--- config.mk ---
export PLATFORM = sky130hd
export DESIGN_NAME = aps_peak_sync
export DESIGN_NICKNAME = d
export VERILOG_FILES = /design/src/verilog/aps_pkg.sv /design/src/verilog/aps_fifo.sv /design/src/verilog/aps_highpass.sv /design/src/verilog/aps_peak_sync.sv
export SDC_FILE = /design/constraint.sdc
export NUM_CORES = 1
export LEC_CHECK = 0
export BUFFER_PORTS_ARGS = -buffer_cell sky130_fd_sc_hd__clkbuf_2
export CORE_ASPECT_RATIO = 0.7
export CORE_MARGIN = 10
export CORE_UTILIZATION = 65
export DETAILED_ROUTE_END_ITERATION = 6
export GPL_TIMING_DRIVEN = 0
export MAX_ROUTING_LAYER = met4
export PLACE_DENSITY = 0.83
export SYNTH_ARGS = -nofsm -noshare
export SYNTH_HDL_FRONTEND = slang
export SYNTH_HIERARCHICAL = 1
export SYNTH_SLANG_ARGS = --single-unit
--- constraint.sdc ---
create_clock -name i_clk -period 14.2 [get_ports i_clk]
set_clock_uncertainty 0.2 [all_clocks]
set_input_delay 2.13 -clock i_clk [delete_from_list [all_inputs] [get_ports i_clk]]
set_output_delay 2.13 -clock i_clk [all_outputs]
set_load 0.03 [all_outputs]
--- src/verilog/aps_pkg.sv ---
// shared constants for the audio peak led sync path
package aps_pkg;
    localparam int unsigned CLK_HZ = 100_000_000;
    localparam int SMP_W = 12;
    localparam int DAT_W = 16;
    localparam int LED_W = 8;
    localparam int FIFO_DEPTH = 4;
    // high-pass coefficients, Q16, for a 32 kHz sample rate
    localparam logic [15:0] HP_ALPHA_80HZ = 16'h0405;
    localparam logic [15:0] HP_ALPHA_510HZ = 16'h19a2;
    // manual gain table in Q8: 0, -6, -12, -18, -24, -31, -37, -46 dB
    localparam logic [8:0] GAIN_Q8 [8] = '{9'h100, 9'h080, 9'h040, 9'h020, 9'h010, 9'h007, 9'h004, 9'h001};
    // auto gain limits: peak counts for 10,20,40,85,170,400,800 mV peak-to-peak
    localparam logic [15:0] AGC_LIM [7] = '{16'h000d, 16'h001a, 16'h0033, 16'h006d, 16'h00da, 16'h0200, 16'h0400};
    // refresh rates in tenths of a hertz
    localparam int unsigned RATE_FAST_DHZ = 300;
    localparam int unsigned RATE_15_DHZ = 150;
    localparam int unsigned RATE_7P6_DHZ = 76;
    localparam int unsigned RATE_3P8_DHZ = 38;
    localparam int unsigned REFRESH_FAST_CYC = CLK_HZ / RATE_FAST_DHZ * 10;
    localparam int unsigned REFRESH_15_CYC = CLK_HZ / RATE_15_DHZ * 10;
    localparam int unsigned REFRESH_7P6_CYC = CLK_HZ / RATE_7P6_DHZ * 10;
    localparam int unsigned REFRESH_3P8_CYC = CLK_HZ / RATE_3P8_DHZ * 10;
    localparam logic [1:0] SPEED_FAST = 2'h0;
    localparam logic [1:0] SPEED_15 = 2'h1;
    localparam logic [1:0] SPEED_7P6 = 2'h2;
    localparam logic [1:0] SPEED_3P8 = 2'h3;
    localparam logic [3:0] THR_OFF = 4'h0;
    localparam int LED_SCALE_SH = 4;
endpackage

--- src/verilog/aps_fifo.sv ---
// small valid/ready fifo in the mixed sample path
`timescale 1ns/100ps
module aps_fifo #(
    parameter int WIDTH = 16,
    parameter int DEPTH = 4
) (
    input wire logic i_clk,
    input wire logic i_arst_n,
    input wire logic i_in_valid,
    output logic o_in_ready,
    input wire logic [WIDTH-1:0] i_in_data,
    output logic o_out_valid,
    input wire logic i_out_ready,
    output logic [WIDTH-1:0] o_out_data
);
    localparam int AW = $clog2(DEPTH);
    typedef struct packed {
        logic [DEPTH-1:0][WIDTH-1:0] mem;
        logic [AW-1:0] wp;
        logic [AW-1:0] rp;
        logic [AW:0] cnt;
    } aps_fifo_state_s;

    aps_fifo_state_s st_r;
    aps_fifo_state_s st_nxt;
    logic push;
    logic pop;

    assign o_in_ready = (st_r.cnt != (AW+1)'(DEPTH));
    assign o_out_valid = (st_r.cnt != '0);
    assign o_out_data = st_r.mem[st_r.rp];
    assign push = i_in_valid && o_in_ready;
    assign pop = o_out_valid && i_out_ready;

    always_comb begin
        st_nxt = st_r;
        if (push) begin
            st_nxt.mem[st_r.wp] = i_in_data;
            st_nxt.wp = (st_r.wp == AW'(DEPTH - 1)) ? '0 : st_r.wp + 1'b1;
        end
        if (pop) begin
            st_nxt.rp = (st_r.rp == AW'(DEPTH - 1)) ? '0 : st_r.rp + 1'b1;
        end
        st_nxt.cnt = st_r.cnt + (AW+1)'(push) - (AW+1)'(pop);
    end

    always_ff @(posedge i_clk or negedge i_arst_n) begin
        if (!i_arst_n) begin
            st_r <= '0;
        end else begin
            st_r <= st_nxt;
        end
    end

    a_fifo_full_stall: assert property (@(posedge i_clk) disable iff (!i_arst_n)
        (st_r.cnt == (AW+1)'(DEPTH)) |-> !o_in_ready ##1 (st_r.cnt <= (AW+1)'(DEPTH)))
        else $error("fifo accepts while full");
endmodule // aps_fifo

--- src/verilog/aps_highpass.sv ---
// first-order dc remover with selectable corner
`timescale 1ns/100ps
module aps_highpass (
    input wire logic i_clk,
    input wire logic i_arst_n,
    input wire logic i_valid,
    input wire logic signed [15:0] i_sample,
    input wire logic i_corner_sel,
    output logic o_valid,
    output logic signed [15:0] o_sample
);
    typedef struct packed {
        logic signed [31:0] dc;
        logic signed [15:0] y;
        logic vld;
    } aps_hp_state_s;

    aps_hp_state_s st_r;
    aps_hp_state_s st_nxt;
    logic signed [16:0] err;
    logic signed [33:0] prod;
    logic [15:0] alpha;

    always_comb begin
        alpha = i_corner_sel ? aps_pkg::HP_ALPHA_510HZ : aps_pkg::HP_ALPHA_80HZ;
        err = {i_sample[15], i_sample} - {st_r.dc[31], st_r.dc[31:16]};
        prod = err * $signed({1'b0, alpha});
        st_nxt = st_r;
        st_nxt.vld = i_valid;
        if (i_valid) begin
            // tracking the mean and subtracting it keeps the adc offset out of the peak
            st_nxt.dc = st_r.dc + 32'(prod);
            st_nxt.y = 16'(err);
        end
    end

    always_ff @(posedge i_clk or negedge i_arst_n) begin
        if (!i_arst_n) begin
            st_r <= '0;
        end else begin
            st_r <= st_nxt;
        end
    end

    assign o_valid = st_r.vld;
    assign o_sample = st_r.y;

    a_hp_latency: assert property (@(posedge i_clk) disable iff (!i_arst_n)
        i_valid |=> o_valid && (o_sample == 16'($past(err))))
        else $error("high-pass output not one cycle after input");
endmodule // aps_highpass

--- src/verilog/aps_peak_sync.sv ---
// audio peak detector driving the first led brightness
//
// Functional notes
// - sync on: led follows detected audio peak
// - both audio channels mixed into one stream
// - dc removed by high-pass, 80/510 Hz corner
// - sync enable bit 1 on, 0 off
// - sync on: host brightness for led ignored
// - auto gain bit selects auto or manual gain
// - manual gain codes 0 to -46 dB
// - speed field sets led refresh rate
// - threshold code 0 off, else 0.2 mV steps
// - order: buffer, convert, gain, peak, led
// - auto gain matched to input amplitude
// - serial data stable while clock high
// - brightness is linear 8-bit code
`timescale 1ns/100ps
module aps_peak_sync #(
    parameter int unsigned P_REFRESH_FAST_CYC = aps_pkg::REFRESH_FAST_CYC,
    parameter int unsigned P_REFRESH_15_CYC = aps_pkg::REFRESH_15_CYC,
    parameter int unsigned P_REFRESH_7P6_CYC = aps_pkg::REFRESH_7P6_CYC,
    parameter int unsigned P_REFRESH_3P8_CYC = aps_pkg::REFRESH_3P8_CYC
) (
    input wire logic i_clk,
    input wire logic i_arst_n,
    input wire logic [aps_pkg::SMP_W-1:0] i_audio_input_a,
    input wire logic [aps_pkg::SMP_W-1:0] i_audio_input_b,
    input wire logic i_sample_valid,
    output logic o_sample_ready,
    input wire logic i_sync_enable,
    input wire logic i_auto_gain_enable,
    input wire logic [2:0] i_gain_sel,
    input wire logic [1:0] i_speed_ctrl,
    input wire logic [3:0] i_threshold,
    input wire logic i_highpass_corner_select,
    input wire logic i_first_led_on,
    input wire logic [aps_pkg::LED_W-1:0] i_led_brightness,
    input wire logic i_ctrl_scl,
    input wire logic i_ctrl_sda,
    output logic [aps_pkg::LED_W-1:0] o_first_led_driver,
    output logic [2:0] o_active_gain,
    output logic o_serial_bit,
    output logic o_serial_bit_valid
);
    typedef enum logic [1:0] {
        APS_PH_IDLE = 2'b01,
        APS_PH_BUSY = 2'b10
    } aps_phase_e;

    typedef struct packed {
        aps_phase_e phase;
        logic [31:0] cnt;
        logic [15:0] pk_raw;
        logic [15:0] pk_gain;
        logic [2:0] agc_code;
        logic [7:0] level;
        logic [7:0] led;
        logic scl_s1;
        logic scl_s2;
        logic scl_d;
        logic sda_s1;
        logic sda_s2;
        logic bit_val;
        logic bit_vld;
    } aps_peak_state_s;

    aps_peak_state_s st_r;
    aps_peak_state_s st_nxt;

    logic [aps_pkg::DAT_W-1:0] mix;
    logic fifo_valid;
    logic fifo_ready;
    logic [aps_pkg::DAT_W-1:0] fifo_data;
    logic hp_valid;
    logic signed [15:0] hp_sample;
    logic [15:0] mag;
    logic [2:0] gain_code;
    logic [24:0] gain_prod;
    logic [15:0] gained;
    logic [31:0] period;
    logic tick;
    logic silent;
    logic [2:0] agc_pick;
    logic [7:0] level_calc;

    // averaging keeps the mixed wave within one channel's range
    assign mix = aps_pkg::DAT_W'(({1'b0, i_audio_input_a} + {1'b0, i_audio_input_b}) >> 1);

    aps_fifo #(
        .WIDTH(aps_pkg::DAT_W),
        .DEPTH(aps_pkg::FIFO_DEPTH)
    ) u_fifo (
        .i_clk(i_clk),
        .i_arst_n(i_arst_n),
        .i_in_valid(i_sample_valid),
        .o_in_ready(o_sample_ready),
        .i_in_data(mix),
        .o_out_valid(fifo_valid),
        .i_out_ready(fifo_ready),
        .o_out_data(fifo_data)
    );

    // one sample every second cycle: the gain multiply and peak compare get a full cycle
    assign fifo_ready = (st_r.phase == APS_PH_IDLE);

    aps_highpass u_hp (
        .i_clk(i_clk),
        .i_arst_n(i_arst_n),
        .i_valid(fifo_valid && fifo_ready),
        .i_sample(signed'(fifo_data)),
        .i_corner_sel(i_highpass_corner_select),
        .o_valid(hp_valid),
        .o_sample(hp_sample)
    );

    always_comb begin
        unique case (i_speed_ctrl)
            aps_pkg::SPEED_FAST: period = P_REFRESH_FAST_CYC;
            aps_pkg::SPEED_15: period = P_REFRESH_15_CYC;
            aps_pkg::SPEED_7P6: period = P_REFRESH_7P6_CYC;
            aps_pkg::SPEED_3P8: period = P_REFRESH_3P8_CYC;
        endcase
    end

    assign tick = i_sync_enable && (st_r.cnt >= period - 32'h1);
    assign mag = hp_sample[15] ? 16'(-hp_sample) : 16'(hp_sample);
    assign gain_code = i_auto_gain_enable ? st_r.agc_code : i_gain_sel;
    assign gain_prod = mag * aps_pkg::GAIN_Q8[gain_code];
    assign gained = gain_prod[23:8];
    // threshold steps of about half an adc count sit near 0.2 mV each
    assign silent = (i_threshold != aps_pkg::THR_OFF) && ({st_r.pk_raw, 1'b0} < {13'h0, i_threshold});

    always_comb begin
        agc_pick = 3'h0;
        for (int i = 0; i < 7; i++) begin
            if (st_r.pk_raw > aps_pkg::AGC_LIM[i]) begin
                agc_pick = 3'(i + 1);
            end
        end
    end

    always_comb begin
        if (silent) begin
            level_calc = 8'h00;
        end else if (|st_r.pk_gain[15:aps_pkg::LED_W-aps_pkg::LED_SCALE_SH]) begin
            level_calc = 8'hff;
        end else begin
            level_calc = {st_r.pk_gain[3:0], 4'h0};
        end
    end

    always_comb begin
        st_nxt = st_r;
        unique case (st_r.phase)
            APS_PH_IDLE: begin
                if (fifo_valid) begin
                    st_nxt.phase = APS_PH_BUSY;
                end
            end
            APS_PH_BUSY: begin
                st_nxt.phase = APS_PH_IDLE;
            end
        endcase
        if (!i_sync_enable) begin
            // disabled path clears counter, peaks and level for the next enable; the auto gain code is kept
            st_nxt.cnt = 32'h0;
            st_nxt.pk_raw = 16'h0;
            st_nxt.pk_gain = 16'h0;
            st_nxt.level = 8'h00;
        end else if (tick) begin
            st_nxt.cnt = 32'h0;
            st_nxt.level = level_calc;
            if (i_auto_gain_enable) begin
                st_nxt.agc_code = agc_pick;
            end
            st_nxt.pk_raw = hp_valid ? mag : 16'h0;
            st_nxt.pk_gain = hp_valid ? gained : 16'h0;
        end else begin
            st_nxt.cnt = st_r.cnt + 32'h1;
            if (hp_valid && mag > st_r.pk_raw) begin
                st_nxt.pk_raw = mag;
            end
            if (hp_valid && gained > st_r.pk_gain) begin
                st_nxt.pk_gain = gained;
            end
        end
        // the led only lights once the host has switched it on
        if (!i_first_led_on) begin
            st_nxt.led = 8'h00;
        end else if (i_sync_enable) begin
            st_nxt.led = st_r.level;
        end else begin
            st_nxt.led = i_led_brightness;
        end
        st_nxt.scl_s1 = i_ctrl_scl;
        st_nxt.scl_s2 = st_r.scl_s1;
        st_nxt.scl_d = st_r.scl_s2;
        st_nxt.sda_s1 = i_ctrl_sda;
        st_nxt.sda_s2 = st_r.sda_s1;
        // data is taken on the clock's rising edge, inside the stable high window
        st_nxt.bit_vld = st_r.scl_s2 && !st_r.scl_d;
        if (st_r.scl_s2 && !st_r.scl_d) begin
            st_nxt.bit_val = st_r.sda_s2;
        end
    end

    always_ff @(posedge i_clk or negedge i_arst_n) begin
        if (!i_arst_n) begin
            st_r <= '{phase: APS_PH_IDLE, cnt: 32'h0, pk_raw: 16'h0, pk_gain: 16'h0, agc_code: 3'h0,
                      level: 8'h00, led: 8'h00, scl_s1: 1'b1, scl_s2: 1'b1, scl_d: 1'b1, sda_s1: 1'b1,
                      sda_s2: 1'b1, bit_val: 1'b0, bit_vld: 1'b0};
        end else begin
            st_r <= st_nxt;
        end
    end

    assign o_first_led_driver = st_r.led;
    assign o_active_gain = gain_code;
    assign o_serial_bit = st_r.bit_val;
    assign o_serial_bit_valid = st_r.bit_vld;

    // the halving truncates, so twice the mix may sit one lsb under the sum
    a_mix_average: assert property (@(posedge i_clk) disable iff (!i_arst_n)
        (16'(i_audio_input_a) + 16'(i_audio_input_b) - {mix[14:0], 1'b0}) <= 16'h1)
        else $error("channels not averaged");

    a_hp_only_valid: assert property (@(posedge i_clk) disable iff (!i_arst_n)
        hp_valid |-> $past(fifo_valid && fifo_ready))
        else $error("high-pass output without a popped sample");

    a_phase_onehot: assert property (@(posedge i_clk) disable iff (!i_arst_n)
        $onehot(st_r.phase))
        else $error("pipeline phase not one-hot");

    a_full_nonempty: assert property (@(posedge i_clk) disable iff (!i_arst_n)
        !o_sample_ready |-> fifo_valid)
        else $error("full fifo offers nothing");

    a_sync_off_clear: assert property (@(posedge i_clk) disable iff (!i_arst_n)
        !i_sync_enable |=> (st_r.cnt == 32'h0 && st_r.level == 8'h00 && st_r.pk_raw == 16'h0))
        else $error("sync off left stale state");

    a_no_tick_off: assert property (@(posedge i_clk) disable iff (!i_arst_n)
        !i_sync_enable |-> !tick)
        else $error("refresh while sync off");

    a_cnt_restart: assert property (@(posedge i_clk) disable iff (!i_arst_n)
        tick |=> (st_r.cnt == 32'h0))
        else $error("refresh counter not restarted");

    // the counter is the only timebase of the refresh, so it must step by one
    a_cnt_step: assert property (@(posedge i_clk) disable iff (!i_arst_n)
        (i_sync_enable && !tick) |=> (st_r.cnt == $past(st_r.cnt) + 32'h1))
        else $error("refresh counter skipped");

    a_refresh_slow: assert property (@(posedge i_clk) disable iff (!i_arst_n)
        (tick && i_speed_ctrl == 2'h3) |-> (st_r.cnt >= P_REFRESH_3P8_CYC - 32'h1))
        else $error("slowest refresh fired early");

    a_level_hold: assert property (@(posedge i_clk) disable iff (!i_arst_n)
        (i_sync_enable && !tick) |=> (st_r.level == $past(st_r.level)))
        else $error("level moved inside an interval");

    a_peak_track: assert property (@(posedge i_clk) disable iff (!i_arst_n)
        (i_sync_enable && !tick && hp_valid) |=> (st_r.pk_raw >= $past(mag)))
        else $error("peak lost a larger sample");

    // below saturation the code is the gained peak times sixteen
    a_level_linear: assert property (@(posedge i_clk) disable iff (!i_arst_n)
        (tick && !silent && st_r.pk_gain < 16'h0010) |=> (st_r.level == 8'($past(st_r.pk_gain) * 16)))
        else $error("level not linear in peak");

    a_silence_off: assert property (@(posedge i_clk) disable iff (!i_arst_n)
        (tick && i_threshold == 4'h0 && st_r.pk_gain != 16'h0) |=> (st_r.level != 8'h00))
        else $error("peak silenced with threshold off");

    a_agc_hold: assert property (@(posedge i_clk) disable iff (!i_arst_n)
        !tick |=> (st_r.agc_code == $past(st_r.agc_code)))
        else $error("auto gain moved between refreshes");

    a_gain_source: assert property (@(posedge i_clk) disable iff (!i_arst_n)
        i_auto_gain_enable |-> (o_active_gain == st_r.agc_code))
        else $error("auto gain code not in use");

    a_gain_half: assert property (@(posedge i_clk) disable iff (!i_arst_n)
        (!i_auto_gain_enable && i_gain_sel == 3'h1 && hp_valid) |-> (gained == (mag >> 1)))
        else $error("manual -6 dB gain wrong");

    // limits 0x200 and 0x400 bracket the -37 dB band
    a_agc_mid: assert property (@(posedge i_clk) disable iff (!i_arst_n)
        (tick && i_auto_gain_enable && st_r.pk_raw > 16'h0200 && st_r.pk_raw <= 16'h0400) |=> (st_r.agc_code == 3'h6))
        else $error("auto gain not -37 dB for mid input");

    a_bit_value: assert property (@(posedge i_clk) disable iff (!i_arst_n)
        o_serial_bit_valid |-> (o_serial_bit == $past(st_r.sda_s2)))
        else $error("serial bit not the synced data");

    a_led_from_peak: assert property (@(posedge i_clk) disable iff (!i_arst_n)
        (i_sync_enable && i_first_led_on) |=> (o_first_led_driver == $past(st_r.level)))
        else $error("led not taken from audio level while synced");

    a_host_ignored: assert property (@(posedge i_clk) disable iff (!i_arst_n)
        (i_sync_enable && i_first_led_on && $past(i_first_led_on) && !tick && !$past(tick) && $past(i_sync_enable))
        |=> $stable(o_first_led_driver))
        else $error("led moved between refreshes while synced");

    a_host_level: assert property (@(posedge i_clk) disable iff (!i_arst_n)
        (!i_sync_enable && i_first_led_on) |=> (o_first_led_driver == $past(i_led_brightness)))
        else $error("host brightness not used with sync off");

    a_led_off: assert property (@(posedge i_clk) disable iff (!i_arst_n)
        !i_first_led_on |=> (o_first_led_driver == 8'h00))
        else $error("led lit while switched off");

    a_unity_gain: assert property (@(posedge i_clk) disable iff (!i_arst_n)
        (hp_valid && !tick && i_sync_enable && !i_auto_gain_enable && i_gain_sel == 3'h0)
        |=> (st_r.pk_gain >= $past(mag)))
        else $error("0 dB gain attenuated the sample");

    a_gain_manual: assert property (@(posedge i_clk) disable iff (!i_arst_n)
        (!i_auto_gain_enable && i_gain_sel == 3'h7 && hp_valid) |-> (gained == 16'(mag >> 8)))
        else $error("manual -46 dB gain wrong");

    a_agc_quiet: assert property (@(posedge i_clk) disable iff (!i_arst_n)
        (tick && i_auto_gain_enable && st_r.pk_raw <= 16'h000d) |=> (st_r.agc_code == 3'h0))
        else $error("auto gain not 0 dB for quiet input");

    a_agc_loud: assert property (@(posedge i_clk) disable iff (!i_arst_n)
        (tick && i_auto_gain_enable && st_r.pk_raw > 16'h0400) |=> (st_r.agc_code == 3'h7))
        else $error("auto gain not -46 dB for loud input");

    a_peak_restart: assert property (@(posedge i_clk) disable iff (!i_arst_n)
        (tick && !hp_valid) |=> (st_r.pk_raw == 16'h0 && st_r.pk_gain == 16'h0))
        else $error("peak not restarted after refresh");

    a_thresh_silence: assert property (@(posedge i_clk) disable iff (!i_arst_n)
        (tick && i_threshold != 4'h0 && {st_r.pk_raw, 1'b0} < {13'h0, i_threshold}) |=> (st_r.level == 8'h00))
        else $error("sub-threshold peak lit the led");

    a_led_saturate: assert property (@(posedge i_clk) disable iff (!i_arst_n)
        (tick && i_threshold == 4'h0 && st_r.pk_gain >= 16'h0010) |=> (st_r.level == 8'hff))
        else $error("loud peak not full scale");

    a_refresh_fast: assert property (@(posedge i_clk) disable iff (!i_arst_n)
        (tick && i_speed_ctrl == 2'h0) |-> (st_r.cnt >= P_REFRESH_FAST_CYC - 32'h1))
        else $error("refresh fired early");

    a_stall_order: assert property (@(posedge i_clk) disable iff (!i_arst_n)
        (fifo_valid && fifo_ready) |=> (hp_valid && !fifo_ready) ##1 fifo_ready)
        else $error("sample pipeline order broken");

    a_bit_on_rise: assert property (@(posedge i_clk) disable iff (!i_arst_n)
        o_serial_bit_valid |-> ($past(st_r.scl_s2) && !$past(st_r.scl_d)))
        else $error("serial bit taken outside a clock rise");
endmodule // aps_peak_sync

==> metrics.md <==
| Metric | Value |
|---|---|
| Slew HR | `23.30%` |
| Slew at the pin with the worst max-slew slack | `between 1000 and 1500 ps` |
| Non-Filler Instances | `~3000` |
| Reg-to-reg slack, setup | `3980 ps` |
| CP max FO | `10` |
| Post-synth EDFFs | `0` |
| Antenna violations before repair | `0` |
| I/O Buffers | `between 60 and 70` |
| Dpl hpwl | `roughly 45000 um` |
| Layout cells sized above 1 | `between 10% and 20%` |
| Fin. max-slew vios | `0` |
| DRT iter0 DRCs | `1533` |
| Filler cells | `around 2500` |
| Min-delay src | `st_nxt[2]$_DFF_PN1_` |
| Worst r2r path cells | `31` |
| Synth Flop Type | `dfrtp_1` |
| Synth warn | `6` |
| Setup TNS | `0 ps` |
| Via/cell ratio | `~5.8` |
| Syn-to-layout area delta | `7.552%` |
| Pin count of the biggest net entering global routing | `approximately 120` |
| Period utilization | `72.31%` |
| Cells after Synth | `2356` |
| RR Endpoint | `u_hp/st_r[48]$_DFFE_PN0P_` |
| I/O pin total | `64` |
| Required @ worst endpoint | `14470 ps` |
| Hold Crit Depth | `0` |
| Kind of critical path | `in -> reg` |
| CTS tree | `built` |
| Site Rows | `57` |
| #FFs+latches synth | `between 200 and 250` |
| Clk buf depth | `3` |
| Sink Count | `~210` |
| Wire length of the first global-routing pass | `approximately 94000 um` |
| Asr flop ratio synth | `between 90% and 100%` |
| # resized after CTS | `0` |
| # Post-CTS Setup Buffers | `0` |
| CP Launch Type | `primary input` |
| Starting density of the core | `66.47%` |
| Routed WL | `roughly 56000 um` |
| Crit path largest cell delay | `590 ps` |
| GPL Wtd Cong | `roughly 0.94` |
| Skew-Pair Late Insertion Delay | `roughly 540 ps` |
| CP endpoint kind | `register` |
| Clock transition time at the flip-flop clock pins of the worst setup and hold paths | `around 60 ps` |
| First-pass iteration count of the detailed router | `6` |
| Total Die Area | `between 0.04 and 0.05 mm2` |
| Routed length per instance | `about 19 um` |
| Total track usage | `between 20 and 30%` |
| Most Frequent Cell on Critical Path | `fa_1` |
| Num CTS Buffers | `22` |
| Chip height | `around 180 um` |
| Post-CTS Hold Fix Bufs | `0` |
| Die Wd | `245.9 um` |
| Antenna-violating nets left | `0` |
| Vias in the first global route | `between 15000 and 20000` |
| Hold Path End | `st_r[2]$_DFF_PN1_` |
| Maximum clock frequency | `between 90 and 100 MHz` |
| WHS | `between 150 and 200 ps` |
| Nets@finish | `about 3000` |
| Critical path's slowest cell | `nor3_1` |
| Outcome | `finished, final reports clean` |
| Setup repair after global routing missed its margin | `no` |
| Clock root cell | `clkbuf_16` |
| Grt ovf | `0` |
| Reg-to-Reg Start | `u_fifo/st_r[4]$_DFFE_PN0P_` |
| CTS H-tree depth | `1` |
| Worst Path Arrival | `10540 ps` |
| Max Cap Viol | `0` |
| Via count | `roughly 17000` |
| Cell area after synthesis | `0.02323 mm2` |
| ANT cells | `0` |
| Endpoints failing setup | `0` |
| Sequential-to-total area share from yosys stat | `22.55%` |
| Syn_area_per_cell | `between 9 and 10 um2` |
| Total core area | `roughly 0.035 mm2` |
| Final hold vios | `0` |
| Min Tclk post-route | `between 10000 and 15000 ps` |
| Dpl cells | `between 2000 and 3000` |
| Hold Crit Class | `reg -> reg` |
| Detailed-route DRC error count | `0` |
| Distinct cells, synth | `86` |
==> how the worst max path moves through the flow <==
stage / startpoint / end / slack (ps) / cells after the start
2_1_floorplan: i_auto_gain_enable / st_r[28]$_DFFE_PN0P_ / 5030 / 31
4_1_cts: u_fifo/st_r[4]$_DFFE_PN0P_ / u_hp/st_r[48]$_DFFE_PN0P_ / 4080 / 31
6_report: i_auto_gain_enable / st_r[37]$_DFFE_PN0P_ / 3930 / 30
3_3_place_gp: i_auto_gain_enable / st_r[37]$_DFFE_PN0P_ / 3860 / 30
5_1_grt: i_auto_gain_enable / st_r[40]$_DFFE_PN0P_ / 3480 / 30
3_5_place_dp: i_auto_gain_enable / st_r[37]$_DFFE_PN0P_ / 3710 / 30
==> cell type report <==
| type | count | area (um2) | share of cell area (%) |
|---|---|---|---|
| well taps | 472 | 590.6 | 2.364 |
| plain buffers | 79 | 496.7 | 1.988 |
| inverters | 457 | 1715 | 6.866 |
| repair buffers | 62 | 341.6 | 1.367 |
| flip-flops and latches | 209 | 5238 | 20.96 |
| clock inverters | 10 | 76.32 | 0.3055 |
| multi-input cells | 1645 | 15910 | 63.69 |
| clock buffers | 28 | 613.1 | 2.454 |
==> flip-flops by register name, indices dropped and copies added, names as in the netlist <==
| signal | cells |
|---|---|
| u_fifo/st_r | 71 |
| o_first_led_driver | 8 |
| u_hp/o_valid | 1 |
| u_hp/o_sample | 16 |
| u_hp/st_r | 32 |
| st_nxt | 3 |
| o_serial_bit | 1 |
| o_serial_bit_valid | 1 |
| st_r | 76 |
==> cell usage in the layout (no fill, tap or decap), types with 20 or more instances in the layout <==
master and count:
a21o_1 25, a21oi_1 72, buf_4 24, clkbuf_1 39, clkbuf_16 22, clkbuf_2 60
conb_1 37, dfrtp_1 203, fa_1 238, ha_1 283, inv_1 455, mux2_2 58
mux2_4 40, nand2_1 149, nand2b_1 23, nand3_1 40, nor2_1 163, nor3_1 23
o21ai_0 59, o22ai_1 21, or2_2 20, xnor2_1 71, xor2_1 47
==> synth_stat cells, types with 4 or more instances <==
library cell,instances,area (um2)
mux4_2,16,360.4
or2_2,20,125.1
a31oi_1,10,62.56
buf_6,5,56.30
inv_1,455,1708
a211oi_1,12,90.09
nand3_1,40,200.2
xnor2_1,71,621.9
o21a_1,15,112.6
mux2i_1,19,190.2
a22o_1,10,87.58
nor2_1,163,611.8
buf_4,24,180.2
o21bai_1,8,60.06
and3_1,11,68.82
buf_2,6,30.03
or3_1,7,43.79
dfstp_2,6,157.7
xor2_1,47,411.6
fa_1,238,4765
and2_1,19,118.9
nor4_1,11,68.82
nand2b_1,23,143.9
nand4_1,14,87.58
o22ai_1,21,131.4
a21boi_0,9,67.56
o31ai_1,14,105.1
buf_12,4,80.08
dfrtp_1,203,5080
nand2_1,149,559.3
o211ai_1,7,52.55
nor3_1,24,120.1
or4_1,6,45.04
clkbuf_1,37,138.9
a21o_1,25,187.7
nand3b_1,5,37.54
mux2_2,58,653.1
ha_1,283,3541
a21oi_1,72,360.4
mux2_4,40,600.6
o21ai_0,59,295.3
nor2b_1,17,106.4
==> through the flow <==
step           util (%)  setup WS (ps)  area [um2]
4_1_cts           71.48           4085       24980
3_3_place_gp      69.40           3859       24250
6_report          71.49           3931       24980
2_1_floorplan         -           5029       23360
5_1_grt           71.49           3480       24980
3_5_place_dp      69.50           3706       24290
==> layer usage <==
metal	wire (um)	track usage, %	vias up	part of all wire (%)
li1	-	-	7858	-
met1	25330	38.02	8589	45
met2	24560	40.59	658	44
met3	4870	5.663	87	8.7
met4	913	4.437	0	1.6
met5	0	-	-	0
==> cells by family after synthesis <==
| group | share of synthesized area [%] |
|---|---|
| buf+inv | 9.523 |
| compound gates | 9.146 |
| mux | 7.886 |
| other cells | 0.04847 |
| simple gates | 10.64 |
| xor+xnor | 4.449 |
| fa+ha+maj | 35.76 |
| flops | 22.55 |
==> critical path, delay by kind of cell <==
family	cells	cell delay [ps]
adders and majority gates	7	2960
AOI/OAI and AO/OA	10	2250
buffers and inverters	6	1290
and+or+nand+nor	5	1280
muxes	1	420
xor gates and xnor gates	1	210
Power is not shown: default switching activity piles up to over one toggle a cycle in this logic, so the estimate is an artifact.
